[config.mk]
export PLATFORM = sky130hd
export DESIGN_NAME = dcp_channel
export DESIGN_NICKNAME = d
export VERILOG_FILES = /design/src/verilog/dcp_pos_cnt.v /design/src/verilog/dcp_buf2.v /design/src/verilog/dcp_channel.v
export VERILOG_INCLUDE_DIRS = /design/src /design/src/verilog
export SDC_FILE = /design/constraint.sdc
export NUM_CORES = 1
export LEC_CHECK = 0
export ABC_AREA = 1
export BUFFER_PORTS_ARGS = -buffer_cell sky130_fd_sc_hd__buf_2
export CAP_MARGIN = 40
export CORE_MARGIN = 1.5
export CORE_UTILIZATION = 37
export CTS_CLUSTER_DIAMETER = 150
export DETAILED_ROUTE_END_ITERATION = 16
export HOLD_SLACK_MARGIN = 0.08
export PLACE_DENSITY_LB_ADDON = 0.25
export SYNTH_ARGS = -nofsm -noshare
export SYNTH_HDL_FRONTEND = slang
export SYNTH_HIERARCHICAL = 1
export SYNTH_SLANG_ARGS = --single-unit
[constraint.sdc]
create_clock -name ref_clk -period 3.5 [get_ports ref_clk]
set_input_delay 0.175 -clock ref_clk [delete_from_list [all_inputs] [get_ports ref_clk]]
set_output_delay 0.175 -clock ref_clk [all_outputs]
set_load 0.05 [all_outputs]
[src/verilog/dcp_regs.vh]
// Overview of operation
// - source position register reads a 16-bit byte offset, zero is first byte
// - in pattern mode a detected pattern clears the source position
// - destination position register reads a 16-bit byte offset into target
// - writable 16-bit cell size sets bytes moved for each trigger event
// - cell position counts bytes in cell, cleared at reset, on start, at cell end and on pattern
// - pointer and cell size registers keep bits 15:0, bits 31:16 read zero
// - 8-bit read/write match byte in bits 7:0, resets to zero
// - pattern mode compares moved bytes with match byte, ends on a match
// - writable 16-bit source length limits how far the source advances
`ifndef DCP_REGS_VH
`define DCP_REGS_VH

`define DCP_ADDR_CTRL     6'h00
`define DCP_ADDR_STATUS   6'h04
`define DCP_ADDR_SRC_LEN  6'h08
`define DCP_ADDR_SRC_POS  6'h10
`define DCP_ADDR_DST_POS  6'h14
`define DCP_ADDR_CELL_SZ  6'h18
`define DCP_ADDR_CELL_POS 6'h1c
`define DCP_ADDR_MATCH    6'h20

`define DCP_CTRL_START    0
`define DCP_CTRL_PATTERN  1
`define DCP_STAT_BUSY     0
`define DCP_STAT_DONE     1
`define DCP_STAT_MATCH    2

`define DCP_RST_POS       16'h0000
`define DCP_RST_SIZE      16'h0000
`define DCP_RST_MATCH     8'h00

`define DCP_WAIT_STATES   1

`endif

[src/verilog/dcp_pos_cnt.v]
`timescale 1ns/1ns
module dcp_pos_cnt
#(
	parameter WIDTH = 16
)
(
	ref_clk,
	nrst,
	clr,
	inc,
	cnt_q
);
	input  wire             ref_clk;
	input  wire             nrst;
	input  wire             clr;
	input  wire             inc;
	output reg  [WIDTH-1:0] cnt_q;

	reg [WIDTH-1:0] cnt_d;

	// clear beats increment
	always @*
	begin
		cnt_d = cnt_q;
		if (clr)
			cnt_d = {WIDTH{1'b0}};
		else if (inc)
			cnt_d = cnt_q + {{(WIDTH-1){1'b0}}, 1'b1};
	end

	always @(posedge ref_clk or negedge nrst)
	begin
		if (!nrst)
			cnt_q <= {WIDTH{1'b0}};
		else
			cnt_q <= cnt_d;
	end
endmodule

[src/verilog/dcp_buf2.v]
`timescale 1ns/1ns
module dcp_buf2
#(
	parameter WIDTH = 8,
	parameter DEPTH = 2
)
(
	ref_clk,
	nrst,
	in_valid,
	in_data,
	in_ready,
	out_valid,
	out_data,
	out_ready
);
	input  wire             ref_clk;
	input  wire             nrst;
	input  wire             in_valid;
	input  wire [WIDTH-1:0] in_data;
	output wire             in_ready;
	output wire             out_valid;
	output wire [WIDTH-1:0] out_data;
	input  wire             out_ready;

	reg [WIDTH-1:0] mem_q [0:DEPTH-1];
	reg             wp_q;
	reg             rp_q;
	reg [1:0]       cnt_q;
	wire            push;
	wire            pop;
	integer         i;

	assign in_ready  = (cnt_q != DEPTH[1:0]);
	assign out_valid = (cnt_q != 2'h0);
	assign out_data  = mem_q[rp_q];
	assign push      = in_valid & in_ready;
	assign pop       = out_valid & out_ready;

	always @(posedge ref_clk or negedge nrst)
	begin
		if (!nrst)
		begin
			wp_q  <= 1'b0;
			rp_q  <= 1'b0;
			cnt_q <= 2'h0;
			for (i = 0; i < DEPTH; i = i + 1)
				mem_q[i] <= {WIDTH{1'b0}};
		end
		else
		begin
			if (push)
			begin
				mem_q[wp_q] <= in_data;
				wp_q        <= ~wp_q;
			end
			if (pop)
				rp_q <= ~rp_q;
			if (push & ~pop)
				cnt_q <= cnt_q + 2'h1;
			else if (pop & ~push)
				cnt_q <= cnt_q - 2'h1;
		end
	end
endmodule

[src/verilog/dcp_channel.v]
// Decided for this implementation: the Avalon-MM interface to the registers and the register offsets.
`timescale 1ns/1ns
`include "dcp_regs.vh"
module dcp_channel
#(
	parameter PW = 16
)
(
	ref_clk,
	nrst,
	avs_address,
	avs_read,
	avs_write,
	avs_writedata,
	avs_byteenable,
	avs_readdata,
	avs_waitrequest,
	trig_event,
	src_valid,
	src_data,
	src_ready,
	dst_valid,
	dst_data,
	dst_ready,
	xfer_busy
);
	input  wire        ref_clk;
	input  wire        nrst;
	input  wire [5:0]  avs_address;
	input  wire        avs_read;
	input  wire        avs_write;
	input  wire [31:0] avs_writedata;
	input  wire [3:0]  avs_byteenable;
	output reg  [31:0] avs_readdata;
	output wire        avs_waitrequest;
	input  wire        trig_event;
	input  wire        src_valid;
	input  wire [7:0]  src_data;
	output wire        src_ready;
	output wire        dst_valid;
	output wire [7:0]  dst_data;
	input  wire        dst_ready;
	output wire        xfer_busy;

	reg           ack_q;
	reg           pat_mode_q;
	reg           busy_q;
	reg           cell_act_q;
	reg           done_q;
	reg           hit_q;
	reg  [PW-1:0] cell_size_q;
	reg  [PW-1:0] src_len_q;
	reg  [7:0]    match_q;
	reg           busy_d;
	reg           cell_act_d;
	reg  [31:0]   rdata_d;

	wire [PW-1:0] src_pos;
	wire [PW-1:0] dst_pos;
	wire [PW-1:0] cell_pos;
	wire          req;
	wire          wr_ack;
	wire          buf_in_ready;
	wire          src_take;
	wire          dst_take;
	wire          hit;
	wire          src_last;
	wire          cell_last;
	wire          src_end;
	wire          cell_end;
	wire          start;
	wire          ctrl_wr;
	wire          stat_wr;
	wire          cell_sz_wr;
	wire          src_len_wr;
	wire          match_wr;

	// true when the word address matches a register offset
	function sel;
		input [5:0] addr;
		input [5:0] off;
		begin
			sel = (addr[5:2] == off[5:2]);
		end
	endfunction

	// merge byte lanes of a write into a 16-bit field
	function [15:0] lane16;
		input [15:0] old;
		input [31:0] wd;
		input [3:0]  be;
		begin
			lane16[7:0]  = be[0] ? wd[7:0] : old[7:0];
			lane16[15:8] = be[1] ? wd[15:8] : old[15:8];
		end
	endfunction

	// one wait state, then the answer
	assign req             = avs_read | avs_write;
	assign avs_waitrequest = req & ~ack_q;
	assign wr_ack          = avs_write & ack_q;

	assign ctrl_wr = wr_ack & sel(avs_address, `DCP_ADDR_CTRL) &
		avs_byteenable[0];
	assign stat_wr = wr_ack & sel(avs_address, `DCP_ADDR_STATUS) &
		avs_byteenable[0];
	assign start   = ctrl_wr & avs_writedata[`DCP_CTRL_START] & ~busy_q &
		(src_len_q != `DCP_RST_SIZE);

	// register write strobes, only on the acknowledged cycle
	assign cell_sz_wr = wr_ack & sel(avs_address, `DCP_ADDR_CELL_SZ);
	assign src_len_wr = wr_ack & sel(avs_address, `DCP_ADDR_SRC_LEN);
	assign match_wr   = wr_ack & sel(avs_address, `DCP_ADDR_MATCH) &
		avs_byteenable[0];

	assign src_ready = buf_in_ready & busy_q & cell_act_q;
	assign src_take  = src_valid & src_ready;
	assign dst_take  = dst_valid & dst_ready;
	assign xfer_busy = busy_q;

	assign hit       = src_take & pat_mode_q & (src_data == match_q);
	assign src_last  = (src_pos + 16'h0001) == src_len_q;
	assign cell_last = (cell_pos + 16'h0001) == cell_size_q;
	assign src_end   = src_take & src_last;
	assign cell_end  = src_take & cell_last;

	// byte positions, a clear beats a byte in the same cycle
	dcp_pos_cnt
	#(
		.WIDTH (PW)
	)
	u_src_cnt
	(
		.ref_clk (ref_clk),
		.nrst    (nrst),
		.clr     (start | hit),
		.inc     (src_take),
		.cnt_q   (src_pos)
	);

	dcp_pos_cnt
	#(
		.WIDTH (PW)
	)
	u_dst_cnt
	(
		.ref_clk (ref_clk),
		.nrst    (nrst),
		.clr     (start),
		.inc     (dst_take),
		.cnt_q   (dst_pos)
	);

	dcp_pos_cnt
	#(
		.WIDTH (PW)
	)
	u_cell_cnt
	(
		.ref_clk (ref_clk),
		.nrst    (nrst),
		.clr     (start | hit | cell_end),
		.inc     (src_take),
		.cnt_q   (cell_pos)
	);

	dcp_buf2
	#(
		.WIDTH (8),
		.DEPTH (2)
	)
	u_buf
	(
		.ref_clk   (ref_clk),
		.nrst      (nrst),
		.in_valid  (src_valid & busy_q & cell_act_q),
		.in_data   (src_data),
		.in_ready  (buf_in_ready),
		.out_valid (dst_valid),
		.out_data  (dst_data),
		.out_ready (dst_ready)
	);

	// channel and cell sequencing
	always @*
	begin
		busy_d     = busy_q;
		cell_act_d = cell_act_q;
		if (start)
		begin
			busy_d     = 1'b1;
			cell_act_d = 1'b0;
		end
		else if (hit | src_end)
		begin
			busy_d     = 1'b0;
			cell_act_d = 1'b0;
		end
		else if (cell_end)
			cell_act_d = 1'b0;
		else if (trig_event & busy_q & ~cell_act_q &
			(cell_size_q != `DCP_RST_SIZE))
			cell_act_d = 1'b1;
	end

	// read mux, unmapped words and unused bits read zero
	always @*
	begin
		rdata_d = 32'h00000000;
		case ({avs_address[5:2], 2'b00})
			`DCP_ADDR_CTRL:
				rdata_d[`DCP_CTRL_PATTERN] = pat_mode_q;
			`DCP_ADDR_STATUS:
			begin
				rdata_d[`DCP_STAT_BUSY]  = busy_q;
				rdata_d[`DCP_STAT_DONE]  = done_q;
				rdata_d[`DCP_STAT_MATCH] = hit_q;
			end
			`DCP_ADDR_SRC_LEN:
				rdata_d[15:0] = src_len_q;
			`DCP_ADDR_SRC_POS:
				rdata_d[15:0] = src_pos;
			`DCP_ADDR_DST_POS:
				rdata_d[15:0] = dst_pos;
			`DCP_ADDR_CELL_SZ:
				rdata_d[15:0] = cell_size_q;
			`DCP_ADDR_CELL_POS:
				rdata_d[15:0] = cell_pos;
			`DCP_ADDR_MATCH:
				rdata_d[7:0] = match_q;
			default:
				rdata_d = 32'h00000000;
		endcase
	end

	always @(posedge ref_clk or negedge nrst)
	begin
		if (!nrst)
		begin
			ack_q        <= 1'b0;
			avs_readdata <= 32'h00000000;
		end
		else
		begin
			ack_q <= req & ~ack_q;
			if (avs_read & ~ack_q)
				avs_readdata <= rdata_d;
		end
	end

	always @(posedge ref_clk or negedge nrst)
	begin
		if (!nrst)
		begin
			pat_mode_q  <= 1'b0;
			busy_q      <= 1'b0;
			cell_act_q  <= 1'b0;
			cell_size_q <= `DCP_RST_SIZE;
			src_len_q   <= `DCP_RST_SIZE;
			match_q     <= `DCP_RST_MATCH;
		end
		else
		begin
			busy_q     <= busy_d;
			cell_act_q <= cell_act_d;
			if (ctrl_wr)
				pat_mode_q <= avs_writedata[`DCP_CTRL_PATTERN];
			if (cell_sz_wr)
				cell_size_q <= lane16(cell_size_q, avs_writedata,
					avs_byteenable);
			if (src_len_wr)
				src_len_q <= lane16(src_len_q, avs_writedata,
					avs_byteenable);
			if (match_wr)
				match_q <= avs_writedata[7:0];
		end
	end

	// sticky flags, a new event wins over the clear
	always @(posedge ref_clk or negedge nrst)
	begin
		if (!nrst)
		begin
			done_q <= 1'b0;
			hit_q  <= 1'b0;
		end
		else
		begin
			if (src_end & ~hit)
				done_q <= 1'b1;
			else if (start)
				done_q <= 1'b0;
			else if (stat_wr & avs_writedata[`DCP_STAT_DONE])
				done_q <= 1'b0;
			if (hit)
				hit_q <= 1'b1;
			else if (start)
				hit_q <= 1'b0;
			else if (stat_wr & avs_writedata[`DCP_STAT_MATCH])
				hit_q <= 1'b0;
		end
	end
endmodule

* After elaboration in Yosys (flattened, before gate mapping) *
Index checks and enable logic that the tools add are counted.

word-level totals
  register bits after elaboration = 130
  latch bits = 0
  memory bits (writable) = 0
  memory bits (read-only) = 0
  bits of input ports = 57
  output and inout bits = 44
  logic and storage cells = 134
  memories kept = 0

cells by class
  add/subtract/negate cells = 5
  multiply operators = 0
  divide/modulo/power cells = 0
  magnitude comparators = 3
  eq/ne operators = 11
  shifts and indexed selects = 0
  multiplexer cells = 31
  bitwise operators = 47
  reduce and logical (&&, ||, !) cells = 17

operator list
  operator                                                   count
  2-to-1 mux 16 bit                                          6
  adder 16 x 1 -> 16 bit (second input constant)             3
  case mux 8 bit (5 select lines)                            1
  AND 1 bit                                                  33
  == test 16 bit                                             2
  2-to-1 mux 8 bit                                           4
  nonzero test 16 bit                                        2
  case mux 5 bit (6 select lines)                            1
  bitwise mux 16 bit                                         1
  == test 4 x 3 -> 1 bit (second input constant)             4
  case mux 1 bit (7 select lines)                            2
  2-to-1 mux 1 bit                                           12
  nonzero test 2 bit                                         6
  demux 8 bit (select 1 bit)                                 1
  == test 8 bit                                              1
  NOT 1 bit                                                  8
  case mux 1 bit (8 select lines)                            1
  AND reduction 2 bit                                        4
  nonzero test 3 bit                                         2
  == test 4 x 1 -> 1 bit (second input constant)             1
  == test 4 x 2 -> 1 bit (second input constant)             1
  == test 4 bit (second input constant)                      1
  greater-or-equal comparator 2 bit (second input constant)  2
  logical NOT 4 bit                                          1
  9 further kinds                                            14

* Depth between registers and ports, before layout *
  depth after elaboration = 9
  gate-level depth with buffers = 20
  depth with buffers taken out = 20

* Cells and area by module *
The synthesis kept the hierarchy.

by module, submodules not included
  module       instances  cells an instance  area an instance (µm²)  seq. area each (µm²)
  dcp_channel  1          717                4682.0                  1551.5
  dcp_pos_cnt  3          129                923.4                   400.4
  dcp_buf2     1          124                1037.2                  500.5

* Worst setup path after synthesis *
No wires, ideal clock.

  path type = register -> register
  from = register busy_q, in the netlist xfer_busy
  to = register u_cell_cnt.cnt_q[13]
  library setup time = 0.117 ns
  data arrival time = 2.364 ns
  slack = 1.019 ns
  stages on the path, launching flop included = 13
  path buffers = 0
  cells stage by stage = dfrtp_1 -> nand4_1 -> nor4_1 -> nand2_1 -> nand2_1 -> o21bai_1 -> nor2_2 -> nor2_4 -> nand2_1 -> nor2_1 -> nand2_1 -> nand2_1 -> nor2_1

on the way
  cells in the longest elaborated chain, start to end = 8
  elaborated cells on any way between the ends = 13
  classes of those cells = 1 x mux; 11 x bitwise; 1 x reduce/logical

RTL lines
  what                                                     RTL line           source
  from (decl)                                              dcp_channel.v:47   reg busy_q;
  from (signal assigned)                                   dcp_channel.v:264  busy_q <= busy_d;
  AND 1 bit (2 in a row)                                   dcp_channel.v:116  assign src_ready = buf_in_ready & busy_q & cell_act_q;
  AND 1 bit                                                dcp_channel.v:117  assign src_take = src_valid & src_ready;
  AND 1 bit (2 in a row)                                   dcp_channel.v:121  assign hit = src_take & pat_mode_q & (src_data == match_q);
  OR 1 bit (2 in a row)                                    dcp_channel.v:162  .clr (start | hit | cell_end),
  2-to-1 mux 16 bit or nonzero test 2 bit (tied branches)  n/a
  to (signal assigned)                                     dcp_pos_cnt.v:34   cnt_q <= {WIDTH{1'b0}};
  to (signal assigned)                                     dcp_pos_cnt.v:36   cnt_q <= cnt_d;
  to (decl)                                                dcp_pos_cnt.v:17   output reg [WIDTH-1:0] cnt_q;

Several ways; a longest one is shown, not always the timed one.
A chain may end at the register's enable or synchronous reset.

* Worst setup path after layout *
  from = register u_cell_cnt.cnt_q[0]
  to = register u_cell_cnt.cnt_q[9]

on the way
  cells in the longest elaborated chain, start to end = 5
  elaborated cells on any way between the ends = 7
  classes of those cells = 1 x add/sub; 1 x eq/ne; 2 x mux; 2 x bitwise; 1 x reduce/logical

RTL lines
  what                                                     RTL line                             source
  adder 16 x 1 -> 16 bit (*)                               dcp_pos_cnt.v:28, dcp_channel.v:123
  == test 16 bit                                           dcp_channel.v:123                    assign cell_last = (cell_pos + 16'h0001) == cell_size_q;
  AND 1 bit                                                dcp_channel.v:125                    assign cell_end = src_take & cell_last;
  OR 1 bit                                                 dcp_channel.v:162
  2-to-1 mux 16 bit or nonzero test 2 bit (tied branches)  n/a

Mark *: on every way between the ends. The rest lies on a longest branch, timed or not. The select of a mux whose other input is x is not followed.

==> flow_summary.toml <==
[grt]
grt_start_max_net_pins = 77
grt_pass1_vias = 7525
use_met3 = 0.0361
antenna_found_initial = 0
met1_usage = 0.297
grt_pass1_wl_mm = 39.8
grtUsageMet2 = 0.340
busiest_layer = "met2"
globalRouteOverflowTotal = 0
grt_usage = 0.215

[cts]
cts_hold_buf = 21
post_cts_buffers = 0
cts.repair.resized = 0
cts_tree = "built"
htreeDepth = 4
clkTransAtPathRegs_ns = 0.06
cts_buffer_depth = 2
ctsRootBufferMaster = "clkbuf_16"
clock_latency_ns = 0.43
clock-sinks = 130
numCtsBuffers = 17

[sta]
drv_slew = 0
max_freq_mhz = 324
fin_skew_ns = 0.0162
rsz0062_at_grt = "false"
worst_pin_slew_ns = 0.748
setup_viol = 0
hold_violations = 0
setup_slack_ns = 0.412
fin_crit_ns = 3.09
post-route-period-util = 0.882
tns_ns = 0
slew_headroom = 0.501

[placement]
gp_congestion = 0.926
dp.cells = 1559
portBuffers = 64
post-place-ws_ns = 0.425
hpwlAfterDp_mm = 18.7

[layout]
area_growth_pct = 15.2
nets = 1377
instances_no_fill = 1612
drive_above_1_share = 0.123
fillers = 2315
antenna_cells = 0

[setup_path]
cp-end-kind = "flop"
worstPathArrival_ns = 3.45
cp_max_fo = 14
crit_required_ns = 3.86
start_kind = "flop"
worstSetupPathType = "reg -> reg"

[synthesis]
yosys.area.top_type_share = 0.383
yosys_warnings = 6
synthArstFlopShare = 1.00
synthDistinctLibCells = 45
synth_top_flop_cell = "dfrtp_1"
avgSynthCellArea_um2 = 6.91
ys_seq_area_frac = 0.383
yosys.area.top_type = "dfrtp_1"
ys_ff_latch = 130
synthTopCellsByArea = "dfrtp_1, nand2_1, inv_1, nor2_1, o21ai_0"
synth_cells = 1228
syn-cell-area_um2 = 8490
synth_edf_count = 0

[die]
num_io_pins = 101
placementRows = 55
coreArea_um2 = 22600
start_util = 0.376
die_area_um2 = 23900
dieHeight_um = 154
die_x_um = 154

[drt]
drc = 0
wl_per_cell_um = 15.5
drt-vias-per-instance = 5.04
via_count = 8120
ant_nets = 0
drt-initial-drc-count = 643
drtPass1Iterations = 7
drt-total-wl_mm = 25.0

[pwr]
leakagePower_uw = 0.00500
power_density_nw_per_um2 = 553
irDropWorstVdd_mv = 0.305

[run]
maxCapViolations = 0

[status]
status = "completed"

[worst_hold_path]
min_path_type = "in -> reg"
report_power, final:
group	switching (uW)	internal, uW
sequential	388	1770
clock	733	963
combinational	1040	514
state kept, by name, summed over array words and instances (netlist names), 2 cells and up:
| signal | count |
|---|---|
| cell_size_q | 16 |
| match_q | 8 |
| u_src_cnt/cnt_q | 16 |
| u_buf/mem_q | 16 |
| avs_readdata | 16 |
| u_buf/cnt_q | 2 |
| u_dst_cnt/cnt_q | 16 |
| src_len_q | 16 |
| u_cell_cnt/cnt_q | 16 |
cell usage in the layout, fill, tap and decap left out, types with 17 or more instances in the layout:
master,n
nand2_1,398
inv_1,152
dfrtp_1,130
nor2_1,129
o21ai_0,91
nand3_1,63
buf_2,63
nand4_1,43
a21oi_1,23
dlygate4sd3_1,21
clkbuf_16,17
metrics by stage:
step | hold slack [ns] | cell area, um^2 | total power, uW | utilization
floorplan | -0.121 | 8550 | 3300 | -
global placement | 0.260 | 9020 | 3670 | 0.400
detailed placement | 0.262 | 9020 | 3700 | 0.400
CTS | 0.0870 | 9780 | 5430 | 0.433
global route | 0.0958 | 9780 | 5720 | 0.433
finish | 0.0815 | 9780 | 5410 | 0.433
path summary, 6_finish.rpt:
check	endpoint	startpoint	slack, ns	cells after the start
worst max-delay path	u_cell_cnt/cnt_q[9]	u_cell_cnt/cnt_q[0]	0.41	19
worst min-delay path	match_q[3]	avs_writedata[3]	0.08	3
worst max register to register	u_cell_cnt/cnt_q[9]	u_cell_cnt/cnt_q[0]	0.41	19
worst min register to register	u_buf/mem_q[14]	u_buf/mem_q[14]	0.47	2
max in group asynchronous	avs_readdata[11]	nrst	2.42	3
min in group asynchronous	u_buf/mem_q[3]	nrst	0.32	2
cell type report:
type                            instances  area, um^2  area share
Sequential cell                       130        3250       0.333
Inverter                              164         642      0.0656
Clock buffer                           21         470      0.0481
Clock inverter                         11        80.1     0.00819
Multi-Input combinational cell        910        4380       0.448
Tap cell                              285         357      0.0365
Timing Repair Buffer                   91         594      0.0608
routing by layer:
metal	up-vias	share of wire
li1	4078	-
met1	3784	0.47
met2	218	0.45
met3	40	0.050
met4	0	0.025
met5	-	0
cells by family after synthesis:
family                     synth area share
DFF                                   0.383
AOI/OAI and AO/OA                     0.107
other                              0.000442
and+or+nand+nor                       0.362
xor gates and xnor gates             0.0310
buffers and inverters                 0.107
adders and majority gates           0.00884
critical path, cell delays in order, from the launching register on:
cell      delay [ns]
dfrtp_1         0.50
ha_1            0.33
nand2_1         0.12
nor2_2          0.12
nand2_1         0.10
nor2_2          0.15
nand3_1         0.08
nand2_1         0.07
nand2_1         0.05
nor2_1          0.09
nand3_1         0.12
o21bai_1        0.43
inv_2           0.24
nand2_4         0.13
nand2_2         0.08
nor2_4          0.11
nand2_1         0.09
nand2_1         0.07
nand2_1         0.04
nor2_1          0.08
synthesized netlist by cell type, types with 2 or more instances:
cell	n
nand2_1	398
inv_1	152
dfrtp_1	130
nor2_1	129
o21ai_0	91
nand3_1	63
nand4_1	43
a21oi_1	23
buf_4	18
xor2_1	16
xnor2_1	14
nor2_2	12
nor2_4	12
nand2_2	11
buf_2	10
inv_2	10
o22ai_1	10
nand3_2	8
o21ai_1	8
clkbuf_1	7
ha_1	6
nor3_1	6
o31ai_1	6
nor4_1	5
o21bai_1	5
a211oi_1	3
a31oi_1	3
nand2_4	3
nor3_2	3
o2111ai_1	3
o211ai_1	3
a221oi_1	2
buf_6	2
o221ai_1	2
Note: power is estimated with default switching activity, not from simulation.
